`src/hw/spisc_pkg.sv`:
```
package spisc_pkg;

   // register indices; the byte address is four times the index
   localparam logic [2:0] IDX_CTRL1  = 3'h0;
   localparam logic [2:0] IDX_CTRL2  = 3'h1;
   localparam logic [2:0] IDX_BAUD   = 3'h2;
   localparam logic [2:0] IDX_STATUS = 3'h3;
   localparam logic [2:0] IDX_DATA   = 3'h5;

   // first_control_register fields
   localparam int CTRL1_ENABLE_BIT = 6;
   localparam int CTRL1_CSEL_BIT   = 4;
   localparam int CTRL1_CLOCK_POLARITY_BIT   = 3;
   localparam int CTRL1_CLOCK_PHASE_BIT   = 2;
   // second_control_register fields
   localparam int CTRL2_MFDE_BIT   = 4;
   // rate register fields
   localparam int BAUD_PRE_LSB     = 4;
   localparam int BAUD_SEL_LSB     = 0;
   // transfer_status fields
   localparam int STAT_TC_BIT      = 7;
   localparam int STAT_TE_BIT      = 5;
   localparam int STAT_MF_BIT      = 4;

   localparam logic [7:0] CTRL1_RESET = 8'h04;
   localparam logic [7:0] CTRL2_RESET = 8'h00;
   localparam logic [7:0] BAUD_RESET  = 8'h00;

   // eight bits per byte, sixteen clock edges per byte
   localparam logic [2:0] LAST_BIT  = 3'h7;
   localparam logic [3:0] LAST_EDGE = 4'hF;

   typedef enum logic [1:0] {
      SPISC_IDLE = 2'b00,
      SPISC_LEAD = 2'b01,
      SPISC_RUN  = 2'b10
   } spisc_state_t;

endpackage

```
`src/hw/spisc_rate_div.sv`:
```
`timescale 1ns/1ns
module spisc_rate_div (
   input  wire logic       sys_clk_in,
   input  wire logic       rst_b_in,
   input  wire logic       clear_in,
   input  wire logic [2:0] preselect_in,
   input  wire logic [2:0] select_in,
   output logic            tick_out
);
   // one tick per half serial clock: (pre + 1) * 2^sel bus cycles
   logic [10:0] half_m1;
   logic [10:0] cnt_reg;

   assign half_m1 = 11'(({8'h00, preselect_in} + 11'h001) << select_in)
                    - 11'h001;

   always_ff @(posedge sys_clk_in or negedge rst_b_in) begin
      if (!rst_b_in) begin
         cnt_reg  <= 11'h000;
         tick_out <= 1'b0;
      end else if (clear_in) begin
         cnt_reg  <= 11'h000;
         tick_out <= 1'b0;
      end else if (cnt_reg == half_m1) begin
         cnt_reg  <= 11'h000;
         tick_out <= 1'b1;
      end else begin
         cnt_reg  <= cnt_reg + 11'h001;
         tick_out <= 1'b0;
      end
   end
endmodule

```
`src/hw/spisc_core.sv`:
```
// Implementation choice: register access over Avalon-MM.
`timescale 1ns/1ns
module spisc_core (
   input  wire logic        sys_clk_in,
   input  wire logic        rst_b_in,
   input  wire logic [2:0]  address_in,
   input  wire logic        read_in,
   input  wire logic        write_in,
   input  wire logic [3:0]  byteenable_in,
   input  wire logic [31:0] writedata_in,
   output logic [31:0]      readdata_out,
   output logic             waitrequest_out,
   input  wire logic        sck_in,
   output logic             sck_out,
   output logic             sck_oe_out,
   input  wire logic        mosi_in,
   output logic             mosi_out,
   output logic             mosi_oe_out,
   input  wire logic        miso_in,
   output logic             miso_out,
   output logic             miso_oe_out,
   input  wire logic        ss_b_in
);
   logic [7:0]   ctrl1_reg;
   logic [7:0]   ctrl2_reg;
   logic [7:0]   baud_reg;
   logic [7:0]   tx_buf_reg;
   logic [7:0]   rx_buf_reg;
   logic [7:0]   shift_reg;
   logic [7:0]   rx_byte;
   logic [7:0]   rd_mux;
   logic         tc_flag_reg;
   logic         te_flag_reg;
   logic         mf_flag_reg;
   logic         tc_armed_reg;
   logic         te_armed_reg;
   logic         mf_armed_reg;
   logic         latch_reg;
   logic         sck_prev_reg;
   logic [2:0]   bit_cnt_reg;
   logic [3:0]   edge_cnt_reg;
   spisc_pkg::spisc_state_t state_reg;

   logic rd_acc, wr_acc;
   logic stat_rd, data_rd, data_wr, ctrl1_wr;
   logic enable, master, clock_polarity, clock_phase, mfde;
   logic tick, mf_evt, cfg_chg, abort;
   logic tc_clear, tx_load, tx_take;
   logic edge_evt, odd_edge, sample_edge, shift_edge, done, din, busy;

   assign enable = ctrl1_reg[spisc_pkg::CTRL1_ENABLE_BIT];
   assign master = ctrl1_reg[spisc_pkg::CTRL1_CSEL_BIT];
   assign clock_polarity   = ctrl1_reg[spisc_pkg::CTRL1_CLOCK_POLARITY_BIT];
   assign clock_phase   = ctrl1_reg[spisc_pkg::CTRL1_CLOCK_PHASE_BIT];
   assign mfde   = ctrl2_reg[spisc_pkg::CTRL2_MFDE_BIT];

   // bus: every access answers on the cycle after it is first seen
   assign rd_acc   = read_in & ~waitrequest_out;
   assign wr_acc   = write_in & ~waitrequest_out & byteenable_in[0];
   assign stat_rd  = rd_acc && address_in == spisc_pkg::IDX_STATUS;
   assign data_rd  = rd_acc && address_in == spisc_pkg::IDX_DATA;
   assign data_wr  = wr_acc && address_in == spisc_pkg::IDX_DATA;
   assign ctrl1_wr = wr_acc && address_in == spisc_pkg::IDX_CTRL1;

   always_ff @(posedge sys_clk_in or negedge rst_b_in) begin
      if (!rst_b_in) begin
         waitrequest_out <= 1'b1;
      end else begin
         waitrequest_out <= ~((read_in | write_in) & waitrequest_out);
      end
   end

   always_comb begin
      rd_mux = 8'h00;
      unique case (address_in)
         spisc_pkg::IDX_CTRL1:  rd_mux = ctrl1_reg;
         spisc_pkg::IDX_CTRL2:  rd_mux = ctrl2_reg;
         spisc_pkg::IDX_BAUD:   rd_mux = baud_reg;
         spisc_pkg::IDX_STATUS: begin
            rd_mux[spisc_pkg::STAT_TC_BIT] = tc_flag_reg;
            rd_mux[spisc_pkg::STAT_TE_BIT] = te_flag_reg;
            rd_mux[spisc_pkg::STAT_MF_BIT] = mf_flag_reg;
         end
         spisc_pkg::IDX_DATA:   rd_mux = rx_buf_reg;
         default:               rd_mux = 8'h00;
      endcase
   end

   always_ff @(posedge sys_clk_in or negedge rst_b_in) begin
      if (!rst_b_in) begin
         readdata_out <= 32'h0000_0000;
      end else if (read_in && waitrequest_out) begin
         readdata_out <= {24'h00_0000, rd_mux};
      end
   end

   // a fault drops master mode at once, even against a same-cycle write
   assign mf_evt = enable & master & mfde & ~ss_b_in;
   // master config edits kill the byte in flight
   assign cfg_chg = master &
                    ((ctrl1_wr && writedata_in[3:2] != ctrl1_reg[3:2]) ||
                     (wr_acc && address_in == spisc_pkg::IDX_BAUD));

   always_ff @(posedge sys_clk_in or negedge rst_b_in) begin
      if (!rst_b_in) begin
         ctrl1_reg <= spisc_pkg::CTRL1_RESET;
      end else begin
         if (ctrl1_wr) begin
            ctrl1_reg <= writedata_in[7:0];
         end
         if (mf_evt) begin
            ctrl1_reg[spisc_pkg::CTRL1_CSEL_BIT] <= 1'b0;
         end
      end
   end

   always_ff @(posedge sys_clk_in or negedge rst_b_in) begin
      if (!rst_b_in) begin
         ctrl2_reg <= spisc_pkg::CTRL2_RESET;
         baud_reg  <= spisc_pkg::BAUD_RESET;
      end else if (wr_acc) begin
         if (address_in == spisc_pkg::IDX_CTRL2) begin
            ctrl2_reg <= writedata_in[7:0];
         end
         if (address_in == spisc_pkg::IDX_BAUD) begin
            baud_reg <= writedata_in[7:0] & 8'h77;
         end
      end
   end

   // a status read arms each clear sequence with the flag value it saw
   always_ff @(posedge sys_clk_in or negedge rst_b_in) begin
      if (!rst_b_in) begin
         tc_armed_reg <= 1'b0;
         te_armed_reg <= 1'b0;
         mf_armed_reg <= 1'b0;
      end else begin
         if (stat_rd) begin
            tc_armed_reg <= tc_flag_reg;
            te_armed_reg <= te_flag_reg;
            mf_armed_reg <= mf_flag_reg;
         end else begin
            if (data_rd) tc_armed_reg <= 1'b0;
            if (data_wr) te_armed_reg <= 1'b0;
            if (ctrl1_wr) mf_armed_reg <= 1'b0;
         end
      end
   end

   assign tc_clear = data_rd & tc_armed_reg;
   assign tx_load  = data_wr & te_armed_reg & te_flag_reg;

   always_ff @(posedge sys_clk_in or negedge rst_b_in) begin
      if (!rst_b_in) begin
         tc_flag_reg <= 1'b0;
      end else if (done) begin
         tc_flag_reg <= 1'b1;
      end else if (tc_clear) begin
         tc_flag_reg <= 1'b0;
      end
   end

   // a byte landing on an unserviced flag is thrown away
   always_ff @(posedge sys_clk_in or negedge rst_b_in) begin
      if (!rst_b_in) begin
         rx_buf_reg <= 8'h00;
      end else if (done && !(tc_flag_reg && !tc_clear)) begin
         rx_buf_reg <= rx_byte;
      end
   end

   always_ff @(posedge sys_clk_in or negedge rst_b_in) begin
      if (!rst_b_in) begin
         te_flag_reg <= 1'b1;
         tx_buf_reg  <= 8'h00;
      end else if (tx_load) begin
         te_flag_reg <= 1'b0;
         tx_buf_reg  <= writedata_in[7:0];
      end else if (tx_take) begin
         te_flag_reg <= 1'b1;
      end
   end

   always_ff @(posedge sys_clk_in or negedge rst_b_in) begin
      if (!rst_b_in) begin
         mf_flag_reg <= 1'b0;
      end else if (mf_evt) begin
         mf_flag_reg <= 1'b1;
      end else if (ctrl1_wr && mf_armed_reg) begin
         mf_flag_reg <= 1'b0;
      end
   end

   spisc_rate_div u_rate_div (
      .sys_clk_in   (sys_clk_in),
      .rst_b_in     (rst_b_in),
      .clear_in     (state_reg == spisc_pkg::SPISC_IDLE),
      .preselect_in (baud_reg[spisc_pkg::BAUD_PRE_LSB +: 3]),
      .select_in    (baud_reg[spisc_pkg::BAUD_SEL_LSB +: 3]),
      .tick_out     (tick)
   );

   // slave edges come from sampling sck, so it must be slower than
   // half the bus clock; the fastest divisor works only as master
   assign abort = mf_evt | cfg_chg | ~enable |
                  (~master & ss_b_in);
   assign busy  = master ? (state_reg != spisc_pkg::SPISC_IDLE)
                         : (edge_cnt_reg != 4'h0);
   assign tx_take = enable & ~te_flag_reg & ~busy & ~abort &
                    ~(~master & edge_evt);
   assign edge_evt = master
      ? (state_reg == spisc_pkg::SPISC_RUN && tick)
      : (enable && !ss_b_in && sck_in != sck_prev_reg);
   assign odd_edge    = ~edge_cnt_reg[0];
   assign sample_edge = edge_evt & (clock_phase ? ~odd_edge : odd_edge);
   assign shift_edge  = edge_evt & ~sample_edge &
                        ~(clock_phase & edge_cnt_reg == 4'h0);
   assign din = master ? miso_in : mosi_in;
   // with phase one the last sample edge also makes the eighth shift
   assign done = ~abort && bit_cnt_reg == spisc_pkg::LAST_BIT &&
                 (clock_phase ? sample_edge : shift_edge);
   assign rx_byte = {shift_reg[6:0], clock_phase ? din : latch_reg};

   always_ff @(posedge sys_clk_in or negedge rst_b_in) begin
      if (!rst_b_in) begin
         sck_prev_reg <= 1'b0;
      end else begin
         sck_prev_reg <= sck_in;
      end
   end

   always_ff @(posedge sys_clk_in or negedge rst_b_in) begin
      if (!rst_b_in) begin
         state_reg <= spisc_pkg::SPISC_IDLE;
      end else if (abort || done) begin
         state_reg <= spisc_pkg::SPISC_IDLE;
      end else begin
         unique case (state_reg)
            spisc_pkg::SPISC_IDLE:
               if (tx_take && master) state_reg <= spisc_pkg::SPISC_LEAD;
            spisc_pkg::SPISC_LEAD: // a full sck of setup before edge one: one tick here, one more in RUN
               if (tick) state_reg <= spisc_pkg::SPISC_RUN;
            spisc_pkg::SPISC_RUN:
               state_reg <= spisc_pkg::SPISC_RUN;
            default:
               state_reg <= spisc_pkg::SPISC_IDLE;
         endcase
      end
   end

   always_ff @(posedge sys_clk_in or negedge rst_b_in) begin
      if (!rst_b_in) begin
         edge_cnt_reg <= 4'h0;
         bit_cnt_reg  <= 3'h0;
      end else if (abort || done) begin
         edge_cnt_reg <= 4'h0;
         bit_cnt_reg  <= 3'h0;
      end else begin
         if (edge_evt) edge_cnt_reg <= edge_cnt_reg + 4'h1;
         if (shift_edge) bit_cnt_reg <= bit_cnt_reg + 3'h1;
      end
   end

   // msb first regardless of polarity
   always_ff @(posedge sys_clk_in or negedge rst_b_in) begin
      if (!rst_b_in) begin
         shift_reg <= 8'h00;
         latch_reg <= 1'b0;
      end else begin
         if (sample_edge) latch_reg <= din;
         if (tx_take) begin
            shift_reg <= tx_buf_reg;
         end else if (done) begin
            shift_reg <= rx_byte;
         end else if (shift_edge && !abort) begin
            shift_reg <= {shift_reg[6:0], latch_reg};
         end
      end
   end

   // pins: only driven while enabled, and only in the role's direction
   always_ff @(posedge sys_clk_in or negedge rst_b_in) begin
      if (!rst_b_in) begin
         sck_out     <= 1'b0;
         sck_oe_out  <= 1'b0;
         mosi_out    <= 1'b0;
         mosi_oe_out <= 1'b0;
         miso_out    <= 1'b0;
         miso_oe_out <= 1'b0;
      end else begin
         if (state_reg == spisc_pkg::SPISC_IDLE || abort) begin
            sck_out <= clock_polarity;
         end else if (edge_evt) begin
            sck_out <= ~sck_out;
         end
         sck_oe_out  <= enable & master & ~mf_evt;
         mosi_oe_out <= enable & master & ~mf_evt;
         miso_oe_out <= enable & ~master & ~ss_b_in;
         mosi_out    <= shift_reg[7];
         miso_out    <= shift_reg[7];
      end
   end

   property p_tc_set;
      @(posedge sys_clk_in) disable iff (!rst_b_in)
      done && !tc_flag_reg |=> tc_flag_reg && rx_buf_reg == $past(rx_byte);
   endproperty
   a_tc_set: assert property (p_tc_set)
      else $error("complete flag or buffer not set after byte");

   property p_tc_clear;
      @(posedge sys_clk_in) disable iff (!rst_b_in)
      $fell(tc_flag_reg) |-> $past(data_rd && tc_armed_reg);
   endproperty
   a_tc_clear: assert property (p_tc_clear)
      else $error("complete flag cleared without read sequence");

   property p_te_load;
      @(posedge sys_clk_in) disable iff (!rst_b_in)
      data_wr && te_armed_reg && te_flag_reg |=>
         !te_flag_reg && tx_buf_reg == $past(writedata_in[7:0]);
   endproperty
   a_te_load: assert property (p_te_load)
      else $error("armed data write did not load transmit buffer");

   property p_wr_ignored;
      @(posedge sys_clk_in) disable iff (!rst_b_in)
      data_wr && !te_armed_reg |=> $stable(tx_buf_reg);
   endproperty
   a_wr_ignored: assert property (p_wr_ignored)
      else $error("unarmed data write changed transmit buffer");

   property p_fault;
      @(posedge sys_clk_in) disable iff (!rst_b_in)
      mf_evt |=> mf_flag_reg && !master && state_reg == spisc_pkg::SPISC_IDLE
                 ##1 !sck_oe_out && !mosi_oe_out;
   endproperty
   a_fault: assert property (p_fault)
      else $error("mode fault did not drop master mode");

   property p_mf_clear;
      @(posedge sys_clk_in) disable iff (!rst_b_in)
      $fell(mf_flag_reg) |-> $past(ctrl1_wr && mf_armed_reg);
   endproperty
   a_mf_clear: assert property (p_mf_clear)
      else $error("fault flag cleared without read sequence");

   property p_overrun;
      @(posedge sys_clk_in) disable iff (!rst_b_in)
      done && tc_flag_reg && !tc_clear |=> $stable(rx_buf_reg);
   endproperty
   a_overrun: assert property (p_overrun)
      else $error("unserviced byte overwritten");

   property p_queued;
      @(posedge sys_clk_in) disable iff (!rst_b_in)
      master && enable && !te_flag_reg && !abort &&
      state_reg == spisc_pkg::SPISC_IDLE |=>
         state_reg == spisc_pkg::SPISC_LEAD && te_flag_reg;
   endproperty
   a_queued: assert property (p_queued)
      else $error("queued byte not started");

   property p_bits;
      @(posedge sys_clk_in) disable iff (!rst_b_in)
      done |-> edge_cnt_reg == spisc_pkg::LAST_EDGE;
   endproperty
   a_bits: assert property (p_bits)
      else $error("byte ended off the sixteenth edge");

endmodule

```
`config.mk`:
```
export PLATFORM = sky130hd
export DESIGN_NAME = spisc_core
export DESIGN_NICKNAME = d
export VERILOG_FILES = /design/src/hw/spisc_pkg.sv /design/src/hw/spisc_rate_div.sv /design/src/hw/spisc_core.sv
export SDC_FILE = /design/constraint.sdc
export NUM_CORES = 1
export LEC_CHECK = 0
export ABC_AREA = 1
export BUFFER_PORTS_ARGS = -buffer_cell sky130_fd_sc_hd__buf_2
export CAP_MARGIN = 20
export CORE_AREA = 2 2 96 98
export CTS_CLUSTER_DIAMETER = 100
export DETAILED_ROUTE_END_ITERATION = 8
export DIE_AREA = 0 0 98 100
export GPL_TIMING_DRIVEN = 0
export PLACE_DENSITY = 0.93
export REMOVE_ABC_BUFFERS = 1
export SYNTH_ARGS = -nofsm -noshare
export SYNTH_HDL_FRONTEND = slang
export SYNTH_HIERARCHICAL = 1
export SYNTH_SLANG_ARGS = --single-unit
```
`constraint.sdc`:
```
create_clock -name sys_clk_in -period 5.11 [get_ports sys_clk_in]
set_clock_uncertainty 0.15 [all_clocks]
set_input_delay 1.533 -clock sys_clk_in [delete_from_list [all_inputs] [get_ports sys_clk_in]]
set_output_delay 1.533 -clock sys_clk_in [all_outputs]
set_load 0.005 [all_outputs]
```
Word level (Yosys, flattened, before mapping):

Index checks and enable logic that the tools add are counted.

* register bits after elaboration: 88
* bits in latches: 0
* bits in writable memories: 0
* bits in read-only memories: 0
* input port bits: 47
* output and inout port bits: 39
* word-level logic and storage cells: 170
* memories: 0

* add/sub/neg operators: 5
* $mul: 0
* divide/modulo/power cells: 0
* magnitude comparators: 0
* eq/ne operators: 12
* shifts and indexed selects: 1
* mux-type cells: 41
* bitwise gates (word level): 42
* reduce and logical (&&, ||, !) cells: 43

Operators by type and width (count)
* $and 1x1->1: 24
* $mux 8: 3
* $mux 1: 23
* $mux 11: 2
* $reduce_bool 2->1: 11
* $logic_and 1x1->1: 17
* $pmux 4 s4: 1
* $not 1->1: 14
* $add 11x1->11 const B: 1
* $eq 11x11->1: 1
* $shl 11x3->11: 1
* $sub 11x1->11 const B: 1
* $pmux 2 s5: 1
* $mux 4: 2
* $pmux 1 s4: 2
* $eq 3x2->1 const B: 2
* $eq 3x3->1 const B: 2
* $mux 2: 3
* $mux 3: 2
* $pmux 2 s3: 1
* $reduce_and 2->1: 3
* $mux 5: 1
* $add 3x1->4 const B: 1
* $add 4x1->4 const B: 1
* other kinds (16): 24

Logic depth before layout (Yosys ltp):

Gate-level depths: netlist of the first run.

* depth after elaboration: 17
* mapped depth: 19
* gate-level depth less buffers: 18

Modules after synthesis:

The synthesis of the first run kept the hierarchy.

Modules (own cells, without submodules)
* spisc_core: times used 1, cells each 474, area each 3931.3 µm²
* spisc_rate_div: times used 1, cells each 232, area each 1362.6 µm²

Worst setup path before layout of the first run:

OpenSTA, ideal clock, no wires.

* kind: input to register
* start point: input address_in[0]
* end point: register shift_reg[6]
* arrival time: 2.599 ns
* required time: 4.844 ns
* path slack: 2.245 ns
* stages on the path: 13
* path buffers: 1
* path through: nor2_2 nand2_2 nor2_4 nand2_2 nand2_4 nand2_8 nand2_4 inv_2 o21ai_4 buf_6 nor2_2 nand2_1 nand2_1

* longest elaborated chain between the ends: 13
* elaborated cells between the ends (all ways): 20
* those cells by class: eq/ne (1); mux (2); bitwise (7); reduce/logical (10)

Ends and longest elaborated chain
* start: declaration: line spisc_core.sv:6 `input wire logic [2:0] address_in,`
* $logic_not 3->1: line spisc_core.sv:63 `assign ctrl1_wr = wr_acc && address_in == spisc_pkg::IDX_CTRL1;`
* $logic_and 1x1->1: line spisc_core.sv:63
* $logic_and 1x1->1: line spisc_core.sv:101 `((ctrl1_wr && writedata_in[3:2] != ctrl1_reg[3:2]) ||`
* $logic_or 1x1->1 *: line spisc_core.sv:101
* $and 1x1->1 *: line spisc_core.sv:100 `assign cfg_chg = master &`
* $or 1x1->1 * (3 in series): line spisc_core.sv:205 `assign abort = mf_evt | cfg_chg | ~enable |`
* $not 1->1: line spisc_core.sv:209, spisc_core.sv:220
* $logic_and 1x1->1 (2 in series): line spisc_core.sv:220 `assign done = ~abort && bit_cnt_reg == spisc_pkg::LAST_BIT &&`
* $mux 8: line spisc_core.sv:273 `end else if (done) begin`
* $mux 8: line spisc_core.sv:271 `if (tx_take) begin`
* end signal: assignment: line spisc_core.sv:272 `shift_reg <= tx_buf_reg;`
* end signal: assignment: line spisc_core.sv:274 `shift_reg <= rx_byte;`
* end signal: assignment: line spisc_core.sv:276 `shift_reg <= {shift_reg[6:0], latch_reg};`
* end: declaration: line spisc_core.sv:29 `logic [7:0] shift_reg;`

Mark *: on every way between the ends. The rest lies on a longest branch, timed or not.
A chain may end at the register's enable or synchronous reset.

Worst setup path after layout of the first run:

* start point: input address_in[0]
* end point: register shift_reg[5]

The elaborated chain is that of the path after synthesis.

==> flow_summary.toml, run 1 <==
[logic_synthesis]
synth_xor_xnor_area_share = 0.0165
synth_ff_type = "dfrtp_1"
synth_simple_gate_area_frac = 0.335
synth_seq_area_share = 0.417
synth_area_um2 = 5290
yosys.area_share.adder = 0.0236
synth-seq-cells = 88
synthMuxAreaShare = 0
synth-edff-count = 0
netlist_instances = 706
synth_top_family_by_area = "simple AND/OR/NAND/NOR gates"
yosysUniqueCellTypes = 43
avgSynthCellArea_um2 = 7.50
synth_compound_area_frac = 0.0834
yosysWarnings = 6
ys_async_sr_fraction = 1.00

[die]
dieArea_um2 = 9800
start_util = 0.595
pin_count = 86
die_w_um = 98
rows = 35
fp.dieH_um = 100
core_area_um2 = 8890

[power]
p_leak_nw = 3.03
clock_power_share = 0.254
swShare = 0.369
cellInternalPower_mw = 1.14
switching_power_uw = 670
p_comb_frac = 0.275
power.ir.vdd_worst_v = 0.000135
power_density_nw_per_um2 = 324
seq_power_share = 0.471
finalPower_mw = 1.81

[setup_path]
worstSetupPathType = "input pin to register"
slowest_delay_ns = 0.27
start_kind = "input pin"
arrival_ns = 3.11
endpoint_kind = "register"
crit_path_max_fanout = 16
cp_data_required_time_ns = 5.22
slowest_stage = "nor2_1"
path_cells = "buf_2 -> nor2_2 -> nand2_1 -> nor2_1 -> inv_2 -> nand2_4 -> nand2_8 -> nand2_4 -> inv_2 -> o21ai_4 -> nor2_1 -> nand2_1 -> nand2_1"
cp_common_cell = "nand2_1"

[job]
drv_cap = 0

[layout]
areaGrowthSynthToFinish_pct = 5.84
final_cell_mix = "227 x nand2_1, 85 x dfrtp_1, 83 x inv_1, 52 x nor2_1, 48 x nand3_1"
largest_reg_flops = 11
utilization = 0.630
drive_gt1_frac = 0.151
layout_commonest_cell = "nand2_1"
num_antenna_cells = 0
design_area_um2 = 5600
layout.nets = 794

[global_route]
grt_pass1_wl_mm = 19.0
antenna_found_initial = 0
grt_max_degree = 56
grtUsageTotal = 0.239
grt-ovfl-total = 0
grt_pass1_vias = 4298

[placement]
dp_hpwl_mm = 8.17
dpl_cell_area_um2 = 5420
gp_congestion = 0.938
io_buffers = 34

[detailed_routing]
drt-initial-drc-count = 322
vias = 4468
routedWlPerCell_um = 12.8
drtPass1Iterations = 5
via_per_inst = 5.24
wl_mm = 10.9
ant_nets = 0
drc = 0

[sta]
worstMarginPinSlew_ns = 0.608
slew_headroom = 0.595
period_share = 0.589
final-hold-violation-count = 0
tns_ns = 0
hold_ws_ns = 0.236
fmax_ghz = 0.332
min_period_ns = 3.01
rsz0062_at_grt = "no"
setup_viol = 0
maxSlewViolCount = 0

[hold_path]
hp-class = "register to register"

[clock_tree]
clkSinkCount = 88
cts_tree = "done"
clock_path_buffers = 2
clk_root_buffer_cell = "clkbuf_8"
htreeDepth = 3
ctsResizeCount = 0
clk_pin_slew_ns = 0.09
post_cts_buffers = 0
cts_made_buffers = 9
clk-insertion-delay-late_ns = 0.36
hold_buffers = 0

[outcome]
outcome = "completed"
## critical path: cells and delay by family
kind                   cells  cell delay (ns)
and+or+nand+nor            9             1.05
buffers and inverters      3             0.35
AOI/OAI and AO/OA          1             0.17
## path summary, 6_finish.rpt
path                       cells past startpoint  slack, ns     startpoint                     to
hold reg to reg                                0       0.24   shift_reg[7]               miso_out
min in group asynchronous                      1       0.96       rst_b_in           shift_reg[7]
setup reg to reg                              14       2.31    baud_reg[5]  u_rate_div/cnt_reg[0]
hold / removal                                 0       0.24   shift_reg[7]               miso_out
max in group asynchronous                      2       3.19       rst_b_in        waitrequest_out
setup / recovery                              13       2.10  address_in[0]           shift_reg[5]
## routing by layer
layer | routed length [µm] | GRT usage | share of wire
met5 | 0 | 0 | 0
met4 | 266 | 0.0983 | 0.024
met3 | 582 | 0.0453 | 0.053
met2 | 5320 | 0.390 | 0.49
met1 | 4760 | 0.316 | 0.44
## area by class of cell
class | count | area, µm²
clock inverters | 6 | 47.5
clock buffers | 10 | 138
flip-flops and latches | 88 | 2210
well taps | 111 | 139
multi-input cells | 508 | 2520
repair buffers | 35 | 200
inverters | 95 | 357
fillers | 773 | 3290
## stage by stage
stage / worst slack (ns) / std cells
floorplan: 2.24 / 691
CTS: 2.13 / 853
finish: 2.10 / 853
global placement: 1.62 / 836
global route: 2.01 / 853
detailed placement: 1.83 / 837
## power groups by stage
stage          clock [mW]  combinational (mW)  sequential [mW]
2_1_floorplan           0               0.375            0.848
3_3_place_gp            0               0.475            0.862
3_5_place_dp            0               0.495            0.865
4_1_cts             0.468               0.497            0.853
5_1_grt             0.499               0.575            0.864
6_report            0.461               0.498            0.855
## cells in the mapped netlist, types with 5 or more instances
cell	count	area, µm²
a21oi_1	14	70.1
buf_4	26	195
buf_6	6	67.6
dfrtp_1	85	2130
ha_1	10	125
inv_1	83	312
inv_2	11	41.3
nand2_1	227	852
nand2_2	11	68.8
nand2_4	5	56.3
nand3_1	48	240
nand3_2	5	50.1
nand4_1	10	62.6
nor2_1	52	195
nor2_2	9	56.3
nor3_1	7	35.0
o21ai_0	45	225
o21ai_2	7	61.3
xor2_1	8	70.1
## logic make-up after synthesis
family / Yosys count
flip-flops: 88
AO/OA/AOI/OAI: 76
adder cells (fa/ha/maj): 10
AND/OR/NAND/NOR: 388
buffers and inverters: 133
other: 1
XOR/XNOR: 10
(Power assumes the default switching activity.)
==> run 2, diff against run 1 <==
Settings changed: CORE_AREA 2 2 96 98 to 2 2 100 102, DIE_AREA 0 0 98 100 to 0 0 102 104, PLACE_DENSITY 0.93 to 0.87.
Clock period 5.11 ns to 2.78 ns, I/O delays scaled along.
==> run 2 against run 1 <==
  * Total power increased by 96%
  * Count of clock-buffer cells in the layout unchanged
  * Non-clock buffer count increased by 3
  * Critical endpoint is now u_rate_div/cnt_reg[2]
  * Largest cell class unchanged
  * Largest power group unchanged
  * Highest routed layer unchanged
==> flow_summary.toml, run 2 (same netlist as run 1, synthesis figures left out) <==
[outcome]
outcome = "completed"

[detailed_routing]
ant_nets = 0
routedWlPerCell_um = 12.7
drtPass1Iterations = 5
via_per_inst = 5.05
vias = 4440
wl_mm = 11.1
drc = 0
drt-initial-drc-count = 267

[setup_path]
arrival_ns = 2.71
cp_top_family = "simple AND/OR/NAND/NOR gates"
slowest_delay_ns = 0.46
start_kind = "register"
rr_worst_depth = 14
rrSetupSlack_ns = 0.18
slowest_stage = "dfrtp_2"
cp_data_required_time_ns = 2.89
reg2reg_to = "u_rate_div/cnt_reg[2]"
crit_path_max_fanout = 6
path_buf_inv = 1
endpoint_kind = "register"
worstSetupPathType = "register to register"
crit_cells = 14
path_cells = "ha_4 -> o21ai_2 -> nor2_2 -> nand2_2 -> ha_4 -> xnor2_1 -> a21oi_1 -> nand3_1 -> nor2_1 -> nand2_1 -> nor2_4 -> nand3_4 -> nand2_1 -> inv_1"
r2r-start = "baud_reg[4]"

[power]
clock_power_share = 0.263
seq_power_share = 0.444
power_density_nw_per_um2 = 616
swShare = 0.366
power.ir.vdd_worst_v = 0.000298
p_leak_nw = 3.07
p_comb_frac = 0.293
switching_power_mw = 1.30
cellInternalPower_mw = 2.25

[sta]
fmax_ghz = 0.384
timing.final.ws_setup_ns = 0.175
period_share = 0.937
slew_headroom = 0.625
hold_ws_ns = 0.220
min_period_ns = 2.60
setup_viol = 0
final-hold-violation-count = 0
tns_ns = 0
worstMarginPinSlew_ns = 0.561
maxSlewViolCount = 0

[clock_tree]
clkSinkCount = 88
clk_pin_slew_ns = 0.10
clk_root_buffer_cell = "clkbuf_8"
clk-insertion-delay-late_ns = 0.36
cts_tree = "done"
htreeDepth = 3
cts_made_buffers = 9
clock_path_buffers = 2

[job]
drv_cap = 0

[die]
die_w_um = 102
core_area_um2 = 9550
pin_count = 86
fp.dieH_um = 104
dieArea_um2 = 10600
rows = 36
start_util = 0.554

[layout]
drive_gt1_frac = 0.168
largest_reg_flops = 11
areaGrowthSynthToFinish_pct = 8.82
final_cell_mix = "224 x nand2_1, 83 x inv_1, 83 x dfrtp_1, 51 x nor2_1, 48 x nand3_1"
layout_commonest_cell = "nand2_1"
num_antenna_cells = 0
utilization = 0.603
layout.nets = 798
stdcell_count = 879

[placement]
dpl.cell_count = 859
gp_congestion = 0.839
preCtsSetupSlack_ns = 0.0631
io_buffers = 34
dp_hpwl_mm = 8.08

[global_route]
antenna_found_initial = 0
grt_pass1_vias = 4186
grt-ovfl-total = 0
grt_pass1_wl_mm = 18.7
grtUsageTotal = 0.220
grt_max_degree = 63

[hold_path]
hp-class = "input pin to asynchronous set/reset pin"
==> run 2: cell types whose count changed in the layout (fill, tap and decap cells not counted), sizes merged <==
| cell | previous run | this run |
|---|---|---|
| clkinv | 2 | 4 |
| bufinv | 0 | 1 |
| clkinvlp | 1 | 0 |
| nand3 | 54 | 55 |
| buf | 35 | 38 |
| inv | 98 | 96 |
==> run 2: per-stage QoR <==
stage	area (µm²)	power, mW
4_1_cts	5660	3.43
2_1_floorplan	5080	2.25
3_5_place_dp	5450	2.50
3_3_place_gp	5420	2.46
6_report	5760	3.55
5_1_grt	5760	3.81
==> run 2: repair_timing <==
action                     CTS  global route
setup endpoints to repair    0            12
gates resized for setup      0            14
hold buffers                 0             0
buffers inserted             0             3
==> run 2: routing by layer <==
metal / vias to the layer above / track usage / share of wire
li1: 2252 / - / -
met5: - / 0 / 0
met3: 16 / 0.0390 / 0.056
met4: 0 / 0.0619 / 0.013
met1: 2044 / 0.290 / 0.45
met2: 128 / 0.368 / 0.48
==> run 2: cell type report <==
type | count | area, µm²
Inverter | 95 | 357
Clock buffer | 10 | 138
Clock inverter | 6 | 73.8
Timing Repair Buffer | 38 | 223
Tap cell | 133 | 166
Multi-Input combinational cell | 509 | 2590
Sequential cell | 88 | 2210
Fill cell | 844 | 3790
==> run 2: power groups by stage <==
stage          logic (mW)  clock network [mW]  registers [mW]
3_5_place_dp        0.905                   0            1.59
6_report             1.04               0.933            1.58
3_3_place_gp        0.877                   0            1.59
4_1_cts             0.911               0.954            1.57
2_1_floorplan       0.689                   0            1.56
5_1_grt              1.19                1.02            1.60
==> run 2: worst max path at each step <==
stage           startpoint                      to  slack (ns)
2_1_floorplan  baud_reg[4]   u_rate_div/cnt_reg[0]        0.39
3_3_place_gp      rst_b_in   u_rate_div/cnt_reg[8]       0.008
3_5_place_dp   baud_reg[4]  u_rate_div/cnt_reg[10]        0.06
4_1_cts        baud_reg[4]   u_rate_div/cnt_reg[2]        0.01
5_1_grt        baud_reg[4]   u_rate_div/cnt_reg[2]       -0.03
6_report       baud_reg[4]   u_rate_div/cnt_reg[2]        0.18
